--- src/rtl/calendar_timers_pkg.sv ---
// constants and types shared by the calendar schedule timer block
package calendar_timers_pkg;
    // number of independent timers
    localparam int NUM_TIMERS = 4;
    // register layout: each timer owns a 16-byte slot of four words
    localparam logic [7:0] TIMER_SPAN = 8'h10;
    localparam logic [7:0] MAP_END = 8'h40;
    localparam logic [1:0] SEL_ON = 2'h0;
    localparam logic [1:0] SEL_OFF = 2'h1;
    localparam logic [1:0] SEL_MODE = 2'h2;
    localparam logic [1:0] SEL_STATE = 2'h3;
    // time-of-day field positions inside a register word
    localparam int HOUR_LSB = 16;
    localparam int MIN_LSB = 8;
    localparam int SEC_LSB = 0;
    // schedule mode codes
    localparam logic [3:0] MODE_UNUSED = 4'h0;
    localparam logic [3:0] MODE_DAILY = 4'h1;
    localparam logic [3:0] MODE_MONDAY = 4'h2;
    localparam logic [3:0] MODE_SUNDAY = 4'h8;
    localparam logic [3:0] MODE_WORKING_WEEK = 4'h9;
    localparam logic [3:0] MODE_MON_TO_SAT = 4'ha;
    localparam logic [3:0] MODE_WEEKEND = 4'hb;
    // day-of-week codes, monday first
    localparam logic [2:0] DAY_FRIDAY = 3'h4;
    localparam logic [2:0] DAY_SATURDAY = 3'h5;
    localparam logic [2:0] DAY_SUNDAY = 3'h6;
    // reset values
    localparam logic [3:0] MODE_RST = 4'h0;
    localparam logic STATE_RST = 1'b0;
    // bus answers
    localparam logic [1:0] RESP_OKAY = 2'b00;
    localparam logic [1:0] RESP_SLVERR = 2'b10;

    typedef struct packed {
        logic [4:0] hour;
        logic [5:0] minute;
        logic [5:0] second;
    } tod_t;

    typedef struct packed {
        tod_t on_time;
        tod_t off_time;
        logic [3:0] mode;
        logic active;
    } timer_t;

    typedef struct packed {
        timer_t [NUM_TIMERS-1:0] tmr;
        logic aw_held;
        logic [7:0] awaddr;
        logic w_held;
        logic [31:0] wdata;
        logic [3:0] wstrb;
        logic bvalid;
        logic [1:0] bresp;
        logic rvalid;
        logic [31:0] rdata;
        logic [1:0] rresp;
        logic pfail_q;
        logic nv_save;
        logic [NUM_TIMERS-1:0] nv_data;
    } block_state_t;
endpackage

--- src/rtl/calendar_schedule_timers.sv ---
// four calendar timers with an axi4-lite register slave
// Summary of operation
// Four independent timers exist, each with its own settings and output.
// Each timer holds an activation and a deactivation time as hh:mm:ss.
// Each timer has a mode register choosing one of twelve schedules.
// In the not-in-use mode the timer does not run and its output stays 0.
// In daily mode the output switches on and off once every day.
// Seven single-day modes switch only on their own weekday.
// Working-week mode switches Monday to Friday and idles at weekends.
// Monday-to-Saturday mode switches on every day but Sunday.
// Weekend mode switches only on Saturday and Sunday.
// Software forces a timer in use by writing its state, 0 off, 1 on.
// A state write takes effect at once, with no separate force flag.
// A forced state holds until the next write or scheduled reversal.
// Timer states are saved at power loss and restored at startup.
// The timer outputs feed the logic, blocking and output matrix.
// On a qualifying day the output sets at the on time, clears at off.
`timescale 1ns/10ps
module calendar_schedule_timers (
    input wire logic ref_clk_i,
    input wire logic reset_n_i,
    input wire logic [7:0] s_axi_awaddr_i,
    input wire logic s_axi_awvalid_i,
    output logic s_axi_awready_o,
    input wire logic [31:0] s_axi_wdata_i,
    input wire logic [3:0] s_axi_wstrb_i,
    input wire logic s_axi_wvalid_i,
    output logic s_axi_wready_o,
    output logic [1:0] s_axi_bresp_o,
    output logic s_axi_bvalid_o,
    input wire logic s_axi_bready_i,
    input wire logic [7:0] s_axi_araddr_i,
    input wire logic s_axi_arvalid_i,
    output logic s_axi_arready_o,
    output logic [31:0] s_axi_rdata_o,
    output logic [1:0] s_axi_rresp_o,
    output logic s_axi_rvalid_o,
    input wire logic s_axi_rready_i,
    input wire calendar_timers_pkg::tod_t rtc_time_i,
    input wire logic [2:0] rtc_day_i,
    input wire logic rtc_sec_tick_i,
    input wire logic power_fail_i,
    output logic nv_save_o,
    output logic [3:0] nv_save_data_o,
    input wire logic nv_restore_i,
    input wire logic [3:0] nv_restore_data_i,
    output logic [3:0] schedule_output_state_o
);

    ////////////////////////////////////////////////////////////////////////
    // helpers

    // address inside the map; low bits ignored, the word is what counts
    function automatic logic map_hit(input logic [7:0] a);
        return a < calendar_timers_pkg::MAP_END;
    endfunction

    function automatic logic [31:0] tod_word(
        input calendar_timers_pkg::tod_t t);
        logic [31:0] w;
        w = 32'h0;
        w[calendar_timers_pkg::HOUR_LSB +: 5] = t.hour;
        w[calendar_timers_pkg::MIN_LSB +: 6] = t.minute;
        w[calendar_timers_pkg::SEC_LSB +: 6] = t.second;
        return w;
    endfunction

    function automatic calendar_timers_pkg::tod_t word_tod(
        input logic [31:0] w);
        calendar_timers_pkg::tod_t t;
        t.hour = w[calendar_timers_pkg::HOUR_LSB +: 5];
        t.minute = w[calendar_timers_pkg::MIN_LSB +: 6];
        t.second = w[calendar_timers_pkg::SEC_LSB +: 6];
        return t;
    endfunction

    // byte-lane merge of a write into the old word
    function automatic logic [31:0] merge(input logic [31:0] old,
        input logic [31:0] nw, input logic [3:0] strb);
        logic [31:0] r;
        r = old;
        for (int b = 0; b < 4; b++) begin
            if (strb[b]) begin
                r[8*b +: 8] = nw[8*b +: 8];
            end
        end
        return r;
    endfunction

    // does this mode switch on the given weekday
    function automatic logic day_match(input logic [3:0] m,
        input logic [2:0] d);
        logic r;
        case (m)
            calendar_timers_pkg::MODE_DAILY: r = 1'b1;
            calendar_timers_pkg::MODE_WORKING_WEEK:
                r = d <= calendar_timers_pkg::DAY_FRIDAY;
            calendar_timers_pkg::MODE_MON_TO_SAT:
                r = d != calendar_timers_pkg::DAY_SUNDAY;
            calendar_timers_pkg::MODE_WEEKEND:
                r = d >= calendar_timers_pkg::DAY_SATURDAY &&
                    d <= calendar_timers_pkg::DAY_SUNDAY;
            default:
                // single-day modes; unused and unknown codes never match
                r = m >= calendar_timers_pkg::MODE_MONDAY &&
                    m <= calendar_timers_pkg::MODE_SUNDAY &&
                    {1'b0, d} == 4'(m - calendar_timers_pkg::MODE_MONDAY);
        endcase
        return r;
    endfunction

    ////////////////////////////////////////////////////////////////////////
    // state

    calendar_timers_pkg::block_state_t st_ff;
    calendar_timers_pkg::block_state_t nxt_st;

    logic wr_fire;
    logic [1:0] wr_idx;
    logic [1:0] wr_sel;
    logic [31:0] wr_word;

    // a write commits once both address and data are held
    assign wr_fire = st_ff.aw_held && st_ff.w_held && !st_ff.bvalid;
    assign wr_idx = st_ff.awaddr[5:4];
    assign wr_sel = st_ff.awaddr[3:2];

    // handshake readies straight from the holding flags
    assign s_axi_awready_o = !st_ff.aw_held && !st_ff.bvalid;
    assign s_axi_wready_o = !st_ff.w_held && !st_ff.bvalid;
    assign s_axi_arready_o = !st_ff.rvalid;
    assign s_axi_bvalid_o = st_ff.bvalid;
    assign s_axi_bresp_o = st_ff.bresp;
    assign s_axi_rvalid_o = st_ff.rvalid;
    assign s_axi_rdata_o = st_ff.rdata;
    assign s_axi_rresp_o = st_ff.rresp;
    assign nv_save_o = st_ff.nv_save;
    assign nv_save_data_o = st_ff.nv_data;

    // one output per timer, straight from its state flop
    generate
        for (genvar g = 0; g < calendar_timers_pkg::NUM_TIMERS; g++) begin : g_out
            assign schedule_output_state_o[g] = st_ff.tmr[g].active;
        end
    endgenerate

    ////////////////////////////////////////////////////////////////////////
    // next-state logic

    // scheduled switching, then software writes, then nv restore
    always_comb begin
        logic [31:0] cur;
        logic [1:0] ri;
        nxt_st = st_ff;
        wr_word = 32'h0;
        cur = 32'h0;
        ri = s_axi_araddr_i[5:4];
        nxt_st.nv_save = 1'b0;
        nxt_st.pfail_q = power_fail_i;

        // schedule: compare once per second against the clock
        for (int i = 0; i < calendar_timers_pkg::NUM_TIMERS; i++) begin
            if (rtc_sec_tick_i &&
                day_match(st_ff.tmr[i].mode, rtc_day_i)) begin
                // activation wins if both times are programmed equal
                if (rtc_time_i == st_ff.tmr[i].on_time) begin
                    nxt_st.tmr[i].active = 1'b1;
                end else if (rtc_time_i == st_ff.tmr[i].off_time) begin
                    nxt_st.tmr[i].active = 1'b0;
                end
            end
        end

        // write channel capture, either order
        if (s_axi_awvalid_i && s_axi_awready_o) begin
            nxt_st.aw_held = 1'b1;
            nxt_st.awaddr = s_axi_awaddr_i;
        end
        if (s_axi_wvalid_i && s_axi_wready_o) begin
            nxt_st.w_held = 1'b1;
            nxt_st.wdata = s_axi_wdata_i;
            nxt_st.wstrb = s_axi_wstrb_i;
        end

        // register write; the later software write beats the schedule
        if (wr_fire) begin
            nxt_st.aw_held = 1'b0;
            nxt_st.w_held = 1'b0;
            nxt_st.bvalid = 1'b1;
            nxt_st.bresp = calendar_timers_pkg::RESP_SLVERR;
            if (map_hit(st_ff.awaddr)) begin
                nxt_st.bresp = calendar_timers_pkg::RESP_OKAY;
                case (wr_sel)
                    calendar_timers_pkg::SEL_ON: begin
                        wr_word = merge(tod_word(st_ff.tmr[wr_idx].on_time),
                            st_ff.wdata, st_ff.wstrb);
                        nxt_st.tmr[wr_idx].on_time = word_tod(wr_word);
                    end
                    calendar_timers_pkg::SEL_OFF: begin
                        wr_word = merge(tod_word(st_ff.tmr[wr_idx].off_time),
                            st_ff.wdata, st_ff.wstrb);
                        nxt_st.tmr[wr_idx].off_time = word_tod(wr_word);
                    end
                    calendar_timers_pkg::SEL_MODE: begin
                        if (st_ff.wstrb[0]) begin
                            nxt_st.tmr[wr_idx].mode = st_ff.wdata[3:0];
                            // leaving service drops the output at once
                            if (st_ff.wdata[3:0] ==
                                calendar_timers_pkg::MODE_UNUSED) begin
                                nxt_st.tmr[wr_idx].active = 1'b0;
                            end
                        end
                    end
                    default: begin
                        // direct force, no enable flag; unused timers ignore it
                        if (st_ff.wstrb[0] && st_ff.tmr[wr_idx].mode !=
                            calendar_timers_pkg::MODE_UNUSED) begin
                            nxt_st.tmr[wr_idx].active = st_ff.wdata[0];
                        end
                    end
                endcase
            end
        end
        if (st_ff.bvalid && s_axi_bready_i) begin
            nxt_st.bvalid = 1'b0;
        end

        // read: answer one cycle after the address is taken
        if (s_axi_arvalid_i && s_axi_arready_o) begin
            case (s_axi_araddr_i[3:2])
                calendar_timers_pkg::SEL_ON:
                    cur = tod_word(st_ff.tmr[ri].on_time);
                calendar_timers_pkg::SEL_OFF:
                    cur = tod_word(st_ff.tmr[ri].off_time);
                calendar_timers_pkg::SEL_MODE:
                    cur = {28'h0, st_ff.tmr[ri].mode};
                default:
                    cur = {31'h0, st_ff.tmr[ri].active};
            endcase
            nxt_st.rvalid = 1'b1;
            nxt_st.rdata = map_hit(s_axi_araddr_i) ? cur : 32'h0;
            nxt_st.rresp = map_hit(s_axi_araddr_i) ?
                calendar_timers_pkg::RESP_OKAY :
                calendar_timers_pkg::RESP_SLVERR;
        end else if (st_ff.rvalid && s_axi_rready_i) begin
            nxt_st.rvalid = 1'b0;
        end

        // restore at startup; only timers in use take a set state
        if (nv_restore_i) begin
            for (int i = 0; i < calendar_timers_pkg::NUM_TIMERS; i++) begin
                nxt_st.tmr[i].active = nv_restore_data_i[i] &&
                    nxt_st.tmr[i].mode !=
                    calendar_timers_pkg::MODE_UNUSED;
            end
        end

        // snapshot the states on the rising edge of power failure
        if (power_fail_i && !st_ff.pfail_q) begin
            nxt_st.nv_save = 1'b1;
            for (int i = 0; i < calendar_timers_pkg::NUM_TIMERS; i++) begin
                nxt_st.nv_data[i] = st_ff.tmr[i].active;
            end
        end
    end

    // single state register
    always_ff @(posedge ref_clk_i or negedge reset_n_i) begin
        if (!reset_n_i) begin
            st_ff <= '0;
            for (int i = 0; i < calendar_timers_pkg::NUM_TIMERS; i++) begin
                st_ff.tmr[i].mode <= calendar_timers_pkg::MODE_RST;
                st_ff.tmr[i].active <= calendar_timers_pkg::STATE_RST;
            end
        end else begin
            st_ff <= nxt_st;
        end
    end

    ////////////////////////////////////////////////////////////////////////
    // checks

    logic quiet;
    assign quiet = !rtc_sec_tick_i && !wr_fire && !nv_restore_i;

    unused_low_a: assert property (@(posedge ref_clk_i) disable iff (!reset_n_i)
        st_ff.tmr[0].mode == calendar_timers_pkg::MODE_UNUSED
        |-> !schedule_output_state_o[0])
        else $error("unused timer output not low");

    sched_on_a: assert property (@(posedge ref_clk_i) disable iff (!reset_n_i)
        rtc_sec_tick_i && !wr_fire && !nv_restore_i &&
        day_match(st_ff.tmr[1].mode, rtc_day_i) &&
        rtc_time_i == st_ff.tmr[1].on_time
        |=> schedule_output_state_o[1])
        else $error("timer missed its activation time");

    sched_off_a: assert property (@(posedge ref_clk_i) disable iff (!reset_n_i)
        rtc_sec_tick_i && !wr_fire && !nv_restore_i &&
        day_match(st_ff.tmr[1].mode, rtc_day_i) &&
        rtc_time_i == st_ff.tmr[1].off_time &&
        rtc_time_i != st_ff.tmr[1].on_time
        |=> !schedule_output_state_o[1])
        else $error("timer missed its deactivation time");

    force_write_a: assert property (@(posedge ref_clk_i) disable iff (!reset_n_i)
        wr_fire && wr_sel == calendar_timers_pkg::SEL_STATE &&
        map_hit(st_ff.awaddr) && st_ff.wstrb[0] && !nv_restore_i &&
        st_ff.tmr[wr_idx].mode != calendar_timers_pkg::MODE_UNUSED
        |=> st_ff.tmr[$past(wr_idx)].active == $past(st_ff.wdata[0]))
        else $error("state write did not force the output");

    force_hold_a: assert property (@(posedge ref_clk_i) disable iff (!reset_n_i)
        quiet [*2] |=> $stable(schedule_output_state_o))
        else $error("timer output moved with no cause");

    weekend_idle_a: assert property (@(posedge ref_clk_i) disable iff (!reset_n_i)
        !wr_fire && !nv_restore_i && rtc_day_i >=
        calendar_timers_pkg::DAY_SATURDAY &&
        st_ff.tmr[1].mode == calendar_timers_pkg::MODE_WORKING_WEEK
        |=> $stable(schedule_output_state_o[1]))
        else $error("working-week timer switched at the weekend");

    nv_save_a: assert property (@(posedge ref_clk_i) disable iff (!reset_n_i)
        $rose(power_fail_i) ##1 1'b1
        |-> nv_save_o && nv_save_data_o ==
        $past(schedule_output_state_o) ##1 !nv_save_o)
        else $error("power-fail snapshot wrong");

    nv_restore_a: assert property (@(posedge ref_clk_i) disable iff (!reset_n_i)
        nv_restore_i && !wr_fire &&
        st_ff.tmr[2].mode != calendar_timers_pkg::MODE_UNUSED
        |=> schedule_output_state_o[2] == $past(nv_restore_data_i[2]))
        else $error("restored state not applied");

    bvalid_hold_a: assert property (@(posedge ref_clk_i) disable iff (!reset_n_i)
        s_axi_bvalid_o && !s_axi_bready_i |=> s_axi_bvalid_o)
        else $error("write response dropped early");

endmodule // calendar_schedule_timers

--- config.mk ---
export PLATFORM = sky130hd
export DESIGN_NAME = calendar_schedule_timers
export DESIGN_NICKNAME = d
export VERILOG_FILES = /design/src/rtl/calendar_timers_pkg.sv /design/src/rtl/calendar_schedule_timers.sv
export SDC_FILE = /design/constraint.sdc
export NUM_CORES = 1
export LEC_CHECK = 0
export ABC_AREA = 1
export BUFFER_PORTS_ARGS = -buffer_cell sky130_fd_sc_hd__buf_2
export CAP_MARGIN = 10
export CORE_MARGIN = 5
export CORE_UTILIZATION = 50
export DETAILED_ROUTE_END_ITERATION = 10
export PLACE_DENSITY = 0.73
export RECOVER_POWER = 100
export SETUP_SLACK_MARGIN = 0.15
export SLEW_MARGIN = 25
export SYNTH_ARGS = -nofsm -noshare
export SYNTH_HDL_FRONTEND = slang
export SYNTH_SLANG_ARGS = --single-unit
--- constraint.sdc ---
create_clock -name ref_clk_i -period 1.75 [get_ports ref_clk_i]
set_input_delay 0.0875 -clock ref_clk_i [delete_from_list [all_inputs] [get_ports ref_clk_i]]
set_output_delay 0.0875 -clock ref_clk_i [all_outputs]
set_load 0.02 [all_outputs]
* Yosys cells after proc, flatten, opt, wreduce, memory -nomap -nowiden
Cells that the tools add are included.
Storage, ports and cells: bits in registers 246, input bits 86, output and inout port bits 50, word-level logic and storage cells 226
Cells by class: muxes and demuxes 79, eq/ne operators 34, reductions and logical operators 48, $lt $le $gt $ge 16, add/sub/neg operators 4
Operators by type and width (number):
- 156-bit bitwise mux | 5
- 156-bit two-way mux | 3
- 156-bit one-hot mux with 3 select lines | 1
- 39-bit demux with 2-bit select | 4
- 39-bit binary-select mux with 2-bit select | 2
- 17-bit == test | 8
- 123-bit two-way mux | 1
- 122-bit two-way mux | 1
- 39-bit two-way mux | 3
- 6-bit two-way mux | 16
- 21-bit one-hot mux with 3 select lines | 1
- 5-bit two-way mux | 10
- 4-bit == test, second input constant | 12
- 37-bit two-way mux | 1
- 32-bit two-way mux | 1
- 1-bit logical AND | 29
- 4-bit nonzero test | 6
- 22-bit two-way mux | 1
- 1-bit two-way mux | 21
- 3-bit by 4-bit == test with 1-bit output | 4
- 4-bit by 1-bit == test with 1-bit output, second input constant | 4
- 4-bit by 2-bit >= comparator with 1-bit output, second input constant | 4
- 4-bit less-or-equal comparator, second input constant | 4
- 8-bit by 7-bit less-than comparator with 1-bit output, second input constant | 2
- other kinds (18) | 37

* Longest topological paths before layout
Gate-level depths: netlist (run 1).
depth after elaboration 16, depth in mapped cells 15, gate-level depth less buffers 15

* Worst setup path after synthesis (run 1)
Ideal clock, no wire load.
path kind reg-to-reg, from reg st_ff, in the netlist s_axi_bvalid_o, to reg st_ff[52] (netlist name), path buffers 1, data arrival time 1.640 ns, slack -0.014 ns, stages on the path, launching flop included 5, required time 1.625 ns, library setup time 0.125 ns, clock period less this slack 1.764 ns, path through dfrtp_1 -> nor2_1 -> nand2_1 -> buf_2 -> mux2_2
On the way: longest elaborated chain between the ends 3
RTL lines:
- from (decl) | RTL line calendar_schedule_timers.sv:115 | calendar_timers_pkg::block_state_t st_ff;
- from (signal assigned) | RTL line calendar_schedule_timers.sv:276 | st_ff <= nxt_st;
- 1-bit logical NOT | RTL line calendar_schedule_timers.sv:130 | assign s_axi_wready_o = !st_ff.w_held && !st_ff.bvalid;
- 1-bit logical AND | RTL line calendar_schedule_timers.sv:130
- net s_axi_wready_o | RTL line calendar_schedule_timers.sv:28 | output logic s_axi_wready_o,
- 1-bit logical AND | RTL line calendar_schedule_timers.sv:179 | if (s_axi_wvalid_i && s_axi_wready_o) begin
The timed path passes the listed nets, and every way through them passes these cells. A chain may end at the register's enable or synchronous reset.

==> metrics.md, run 1 <==
| Metric | Value |
|---|---|
| Status | `finished with violations` |
| Failing checks | `setup timing` |
| Rows | `just over 60` |
| Worst EP required | `2160 ps` |
| CP max FO | `4` |
| CP peak stage delay | `420 ps` |
| Hold slack final | `34.7 ps` |
| Max-cap violations | `0` |
| LEAKAGE | `~8.4 nW` |
| Die ar. | `approximately 31,000 um^2` |
| Clock Tree Buf Depth | `3` |
| Most frequent cells in the layout | `340 x nand2_1, 217 x inv_1, 208 x dfrtp_1` |
| Worst path cell trace | `inv_1 > o22ai_1 > nor2_1 > nand2_1 > nor2_1 > nand3_1 > nor2_1 > nor2_1 > nand2_1 > nand2_1 > nand2_1` |
| Commonest non-fill, non-tap cell in the layout | `nand2_1` |
| Overall power | `between 20 and 25 mW` |
| RR Endpoint | `schedule_output_state_o[3]$_DFF_PN0_` |
| Final antenna-violating net count | `0` |
| Place WS | `-194 ps` |
| Fin. Hold Viols | `0` |
| Slowest cell on crit path | `dfrtp_1` |
| Gr ovfl total | `0` |
| Syn Area/Cell | `roughly 7.3 um^2` |
| Hold WC Path Type | `in2reg` |
| Core Util, Final | `between 60 and 70%` |
| CTS tree | `built` |
| Register area share after synthesis | `between 30% and 40%` |
| Reg2reg start | `st_ff[233]$_DFFE_PN0P_` |
| Core area | `~28,000 um^2` |
| RSZ-0062 raised after global routing | `yes` |
| Layout cells sized above 1 | `a little under a quarter` |
| DRC Markers | `0` |
| Wire length per cell | `about 21 um` |
| Worst path arrival time | `2300 ps` |
| # nets final | `about 2,200` |
| Inserted Clock Buffers | `25` |
| Starting Density | `around half` |
| Fmax | `about 0.53 GHz` |
| Max Slew Vio Count | `0` |
| Seq cells post-synth | `around 210` |
| First-pass GRT wire length | `78.6 mm` |
| CP Depth | `11` |
| Post-Route WL | `between 50 and 60 mm` |
| Synth Instances | `1,889` |
| HPWL Detailed | `35.4 mm` |
| Buf/Inv on CP | `1` |
| Io pins | `between 100 and 150` |
| Setup crit end kind | `flip-flop` |
| Setup crit end | `schedule_output_state_o[3]$_DFF_PN0_` |
| Area growth syn-to-layout | `28.4%` |
| DRT iter0 DRCs | `roughly 2,500` |
| Peak VDD IR | `0.00105 V` |
| Clock-pin transition on the worst setup and hold timing paths | `about 70 ps` |
| Clk Latency, worst-skew pair | `about 550 ps` |
| Crit path max-delay family | `simple AND/OR/NAND/NOR gates` |
| R2r setup slk | `-140 ps` |
| Setup ws final | `-138 ps` |
| CTS Sinks | `between 200 and 250` |
| GPL Wtd Cong | `between 1 and 1.5` |
| Root Driver | `clkbuf_16` |
| Crit path launch | `st_ff[233]$_DFFE_PN0P_` |
| DR pass1 iterations | `6` |
| Largest net degree at the start of global routing | `61` |
| DIE HEIGHT | `177 um` |
| Period Utilization, post-route | `108%` |
| Final setup fails | `50` |
| Final Skew | `approximately 27 ps` |
| Kind of critical path | `reg2reg` |
| Vias in the first global route | `13,800` |
| Port Buffer Count | `around 100` |
| Worst slew pin tran | `around 1400 ps` |
| Startpoint Class | `flip-flop` |
| Tot GR Track Use | `32.2%` |
| Initial antenna violation count | `5` |
| Worst reg-to-reg path cell count | `11` |
| Via count | `approximately 15,000` |
| YS warnings | `0` |
| Mapped cell area | `13,900 um^2` |
| Netlist cell types | `49` |
| Ratio of total power to cell area | `around 1400 nW/um^2` |
| Fin Setup TNS | `-1250 ps` |
| Tmin final | `between 1500 and 2000 ps` |
| Die width | `177 um` |
| Slew HR | `around 7.4%` |
| Vias per cell | `5.93` |
| CTS H-tree depth | `1` |
cell usage after synthesis (all sizes together):
cell / instances / area share [%]
a31oi: 2 / 0.090
nor2b: 1 / 0.045
o2111ai: 16 / 1.0
o211ai: 3 / 0.16
a211oi: 2 / 0.11
a221oi: 1 / 0.063
a21oi: 152 / 5.8
nor2: 195 / 6.2
clkbuf: 30 / 0.82
inv: 237 / 6.4
nor4: 1 / 0.045
mux2: 13 / 1.1
a22oi: 1 / 0.054
nor3: 16 / 0.58
nand2: 352 / 9.6
a22o: 29 / 1.8
nand4: 21 / 0.95
xor2: 23 / 1.5
clkinv: 2 / 0.054
dfrtp: 211 / 38
o2bb2ai: 14 / 0.88
a21boi: 17 / 0.92
o21a: 1 / 0.054
o21ai: 209 / 7.5
xnor2: 45 / 2.8
o31ai: 2 / 0.11
conb: 1 / 0.027
ha: 8 / 0.72
o22ai: 48 / 2.3
or2: 3 / 0.14
nand3: 130 / 5.1
a31o: 2 / 0.13
buf: 101 / 4.8
per-stage QoR:
step	instance area, um^2	cells
6_report	17800	2514
5_1_grt	17800	2512
4_1_cts	17200	2490
3_5_place_dp	15300	2374
3_3_place_gp	15300	2374
2_1_floorplan	14000	1905
report_power, final:
part	internal, mW	total, mW	switching, mW
Combinational	4.04	10.8	6.72
Sequential	6.22	7.76	1.54
Clock	3.38	5.61	2.23
logic make-up (layout without fill, tap and decap cells):
| family | Yosys count | count (layout) | synth area share [%] |
|---|---|---|---|
| AND/OR/NAND/NOR | 719 | 719 | 22.7 |
| XOR/XNOR | 68 | 68 | 4.29 |
| buffers and inverters | 370 | 595 | 12.1 |
| multiplexers | 13 | 13 | 1.05 |
| AO/OA/AOI/OAI | 499 | 499 | 21.1 |
| adder cells (fa/ha/maj) | 8 | 8 | 0.721 |
| other | 1 | 23 | 0.0270 |
| flip-flops | 211 | 211 | 38.0 |
routing by layer:
| metal | vias to the layer above | routed length [um] | share of wire [%] | track usage [%] |
|---|---|---|---|---|
| li1 | 6676 | - | - | - |
| met1 | 6939 | 20900 | 39 | 45.7 |
| met2 | 1086 | 23400 | 44 | 48.5 |
| met3 | 210 | 6680 | 12 | 5.85 |
| met4 | 2 | 2730 | 5.1 | 13.7 |
| met5 | - | 13 | 0.024 | 0 |
sequential cells by signal (all words and copies together), names as in the netlist:
name	count
st_ff	181
nv_save_data_o	4
s_axi_rvalid_o	1
s_axi_rresp_o	1
s_axi_bresp_o	1
nv_save_o	1
s_axi_rdata_o	17
schedule_output_state_o	4
s_axi_bvalid_o	1
worst min-delay path by stage:
| stage | start | slack (ps) | to | cells past startpoint |
|---|---|---|---|---|
| 2_1_floorplan | reset_n_i | -210 | nv_save_data_o[0]$_DFFE_PN0P_ | 0 |
| 3_3_place_gp | reset_n_i | 30 | st_ff[5]$_DFF_PN0_ | 1 |
| 3_5_place_dp | reset_n_i | 30 | st_ff[5]$_DFF_PN0_ | 1 |
| 4_1_cts | s_axi_araddr_i[3] | 20 | s_axi_rdata_o[0]$_DFFE_PN0P_ | 6 |
| 5_1_grt | s_axi_awvalid_i | 110 | st_ff[89]$_DFFE_PN0P_ | 3 |
| 6_report | s_axi_araddr_i[3] | 30 | s_axi_rdata_o[0]$_DFFE_PN0P_ | 6 |
layout make-up:
type / instances / area (um^2)
fillers: 2359 / 9810
multi-input cells: 1324 / 7510
flip-flops and latches: 211 / 5280
repair buffers: 311 / 2760
inverters: 239 / 902
clock buffers: 31 / 688
well taps: 378 / 473
clock inverters: 14 / 189
diodes: 6 / 15.0
worst reg2reg max path, cell delays in order, from the launching register on:
cell and delay, ps:
dfrtp_1 420, inv_1 100, o22ai_1 410, nor2_1 80
nand2_1 120, nor2_1 70, nand3_1 240, nor2_1 70
nor2_1 90, nand2_1 60, nand2_1 50, nand2_1 50
what timing repair did:
item	in CTS	in global routing
hold endpoints to repair	250	0
resized for setup	65	157
gates cloned	9	10
setup endpoints to repair	140	142
buffers inserted	25	8
pin swaps	27	19
hold buffers	37	0
(Power assumes the default switching activity.)
==> run 2: changes to the inputs <==
--- a/config.mk
+++ b/config.mk
@@ -11,6 +11,7 @@
 export CORE_MARGIN = 5
 export CORE_UTILIZATION = 50
 export DETAILED_ROUTE_END_ITERATION = 10
+export GPL_TIMING_DRIVEN = 0
 export PLACE_DENSITY = 0.73
 export RECOVER_POWER = 100
 export SETUP_SLACK_MARGIN = 0.15
==> run 2 against run 1 <==
  * The run ends with hold timing, setup timing left
  * Sequential share of layout area is 1.9 points lower
  * Sequential power is 7.0% higher
  * Critical path depth stayed put
  * Register-to-register slack worse by 40 ps
  * Core utilization is 4.6 points higher
  * Flip-flop and latch count stayed put
  * First-iteration DRC count is 4.0% higher
  * Clock power is 7.1% lower
  * Critical path type unchanged
  * Critical endpoint is now schedule_output_state_o[0]$_DFF_PN0_
  * Largest power group unchanged
==> metrics.md, run 2 (synthesis gave the netlist of run 1 again) <==
| Metric | Value |
|---|---|
| DRT iter0 DRCs | `2,619 (was 2,518)` |
| DRC Markers | `0 (unchanged)` |
| Post-Route WL | `61.8 mm (was 53.7 mm)` |
| CTS Sinks | `211 (unchanged)` |
| Layout Cells excl Fill | `2,551 (was 2,514)` |
| Setup crit end kind | `flip-flop (unchanged)` |
| Startpoint Class | `flip-flop (unchanged)` |
| Ratio of total power to cell area | `1330 nW/um^2 (was 1350 nW/um^2)` |
| Worst path arrival time | `2340 ps (was 2300 ps)` |
| Final antenna-violating net count | `0 (unchanged)` |
| Peak VDD IR | `0.00103 V (was 0.00105 V)` |
| Sw frac | `46.3% (was 43.5%)` |
| WHS Path Cells | `5 (was 6)` |
| RSZ-0062 raised after global routing | `yes (unchanged)` |
| Most frequent cells in the layout | `343 x nand2_1, 213 x inv_1, 199 x dfrtp_1 (was 340 x nand2_1, 217 x inv_1, 208 x dfrtp_1)` |
| Sequential Power Share | `32.7% (was 32.2%)` |
| Max Slew Vio Count | `0 (unchanged)` |
| CP max FO | `10 (was 4)` |
| Die width | `177 um (unchanged)` |
| Clock Power Share | `20.5% (was 23.3%)` |
| Largest net degree at the start of global routing | `95 (was 61)` |
| Gr ovfl total | `0 (unchanged)` |
| DIE HEIGHT | `177 um (unchanged)` |
| Hold_sp | `s_axi_araddr_i[7] (was s_axi_araddr_i[3])` |
| Starting Density | `50.2% (unchanged)` |
| Combinational Power Share | `46.8% (was 44.6%)` |
| Wire length per cell | `24.2 um (was 21.4 um)` |
| First-pass GRT wire length | `87.0 mm (was 78.6 mm)` |
| Rows | `61 (unchanged)` |
| DR pass1 iterations | `6 (unchanged)` |
| HPWL Detailed | `40.5 mm (was 35.4 mm)` |
| CTS tree | `built (unchanged)` |
| Largest register FFs | `181 (unchanged)` |
| Psw | `11.8 mW (was 10.5 mW)` |
| Final Skew | `30.4 ps (was 27.4 ps)` |
| Biggest register | `st_ff (unchanged)` |
| R2r setup slk | `-180 ps (was -140 ps)` |
| Period Utilization, post-route | `110% (was 108%)` |
| Layout cells sized above 1 | `30.9% (was 22.5%)` |
| Crit path launch | `s_axi_bvalid_o$_DFFE_PN0P_ (was st_ff[233]$_DFFE_PN0P_)` |
| Power Internal | `13.6 mW (about the same)` |
| Kind of critical path | `reg2reg (unchanged)` |
| Vias per cell | `6.17 (was 5.93)` |
| RR Endpoint | `schedule_output_state_o[0]$_DFF_PN0_ (was schedule_output_state_o[3]$_DFF_PN0_)` |
| Fill count | `2,177 (was 2,359)` |
| Worst EP required | `2160 ps (about the same)` |
| Hold path endpoint | `s_axi_rresp_o[1]$_DFFE_PN0P_ (was s_axi_rdata_o[0]$_DFFE_PN0P_)` |
| Hold slack final | `-24.4 ps (was 34.7 ps)` |
| Clock-pin transition on the worst setup and hold timing paths | `60 ps (was 70 ps)` |
| Place WS | `-502 ps (was -194 ps)` |
| Status | `finished with violations (unchanged)` |
| Clk Latency, worst-skew pair | `560 ps (was 550 ps)` |
| Post-route cell area | `19,100 um^2 (was 17,800 um^2)` |
| Tot GR Track Use | `36.4% (was 32.2%)` |
| Core area | `27,600 um^2 (unchanged)` |
| GPL Wtd Cong | `1.04 (about the same)` |
| Placed Instances | `2,367 (was 2,374)` |
| Via count | `15,700 (was 14,900)` |
| # nets final | `2,247 (was 2,206)` |
| Final setup fails | `89 (was 50)` |
| Fin. Hold Viols | `1 (was 0)` |
| Vias in the first global route | `14,500 (was 13,800)` |
| Area growth syn-to-layout | `37.5% (was 28.4%)` |
| Port Buffer Count | `82 (was 98)` |
| Tmin final | `1930 ps (was 1890 ps)` |
| Clock Tree Buf Depth | `3 (unchanged)` |
| Worst slew pin tran | `1300 ps (was 1390 ps)` |
| Io pins | `136 (unchanged)` |
| Commonest non-fill, non-tap cell in the layout | `nand2_1 (unchanged)` |
| Inserted Clock Buffers | `24 (was 25)` |
| Fmax | `0.519 GHz (was 0.530 GHz)` |
| CTS H-tree depth | `1 (unchanged)` |
| LEAKAGE | `8.76 nW (was 8.44 nW)` |
| Failing checks | `hold timing, setup timing (was setup timing)` |
| Hold WC Path Type | `in2reg (unchanged)` |
| DP Area | `15,000 um^2 (was 15,300 um^2)` |
| Reg2reg start | `s_axi_bvalid_o$_DFFE_PN0P_ (was st_ff[233]$_DFFE_PN0P_)` |
| Root Driver | `clkbuf_16 (unchanged)` |
| Setup ws final | `-176 ps (was -138 ps)` |
| Worst reg-to-reg path cell count | `11 (unchanged)` |
| Max-cap violations | `0 (unchanged)` |
| Initial antenna violation count | `3 (was 5)` |
| Die ar. | `31,200 um^2 (unchanged)` |
| Slew HR | `13.2% (was 7.43%)` |
==> run 2: cell count changes in the layout (fill, tap and decap cells not counted), moves of 13 or more <==
cell      previous run  this run
nand3_1             93        61
nor2_1             167       113
a21oi_1            134        86
nor2_4              13        67
buf_6               19        40
a21oi_2             18        64
buf_4              114        91
clkbuf_1            34        54
a21boi_2             2        15
nand3_2             29        62
==> run 2: through the flow <==
| stage | hold WS (ps) | util, % | power, mW | TNS (ps) |
|---|---|---|---|---|
| after floorplan | -208 | - | 13.4 | 0 |
| after global placement | 212 | 53.9 | 16.3 | -661000 |
| after CTS | 7.43 | 64.3 | 23.2 | -17.0 |
| after detailed placement | 17.9 | 54.1 | 16.5 | -44270 |
| after global routing | 23.1 | 69.1 | 26.3 | -13980 |
| final | -24.4 | 69.1 | 25.4 | -3580 |
==> run 2: power groups by stage <==
stage | Sequential (mW) | Clock, mW | Combinational (mW)
2_1_floorplan | 7.33 | 0 | 6.02
3_3_place_gp | 7.85 | 0 | 8.46
3_5_place_dp | 7.89 | 0 | 8.63
4_1_cts | 7.96 | 5.21 | 10.1
5_1_grt | 8.39 | 5.41 | 12.5
6_report | 8.30 | 5.21 | 11.9
==> run 2: per-layer routing <==
layer / track usage, % / part of all wire (%) / vias up
met5: 0 / 0.021 / -
met4: 18.4 / 7.2 / 2
met3: 8.76 / 13 / 311
met2: 53.6 / 42 / 1300
met1: 50.3 / 37 / 7365
li1: - / - / 6757
==> run 2: layout make-up <==
type	instances	area (um^2)	area share, %
timing repair buffer	222	2040	10.7
buffer	131	1110	5.83
clock buffer	34	719	3.77
tap	378	473	2.48
multi-input combinational	1324	8420	44.1
inverter	239	942	4.94
clock inverter	10	82.6	0.433
antenna	2	5.00	0.0262
sequential	211	5300	27.7
==> run 2: how the worst max path moves through the flow <==
stage	endpoint	slack, ps	cells after the start
after detailed placement	st_ff[95]$_DFFE_PN0P_	-500	5
after CTS	st_ff[128]$_DFFE_PN0P_	-5	9
after floorplan	schedule_output_state_o[3]$_DFF_PN0_	140	11
final	schedule_output_state_o[0]$_DFF_PN0_	-180	11
after global placement	s_axi_bvalid_o$_DFFE_PN0P_	-3330	1
after global routing	schedule_output_state_o[0]$_DFF_PN0_	-230	11
==> run 2: critical path: stages, from the launching register on <==
cell     delay [ps]
dfrtp_2         410
inv_2            80
nand3_4          90
nor2_8          220
buf_8           180
buf_6           100
a31o_2          130
nand2_1          80
nor2_1          150
nand2_1         100
a21oi_2         190
a21oi_1          70
==> run 2: timing repair <==
action | 4_1_cts | 5_1_grt
buffers inserted | 55 | 26
pin swaps | 39 | 49
endpoints found under the hold margin | 249 | 6
cloned | 10 | 9
endpoints found under the setup margin | 168 | 160
hold buffers | 37 | 1
gates resized for setup | 337 | 252
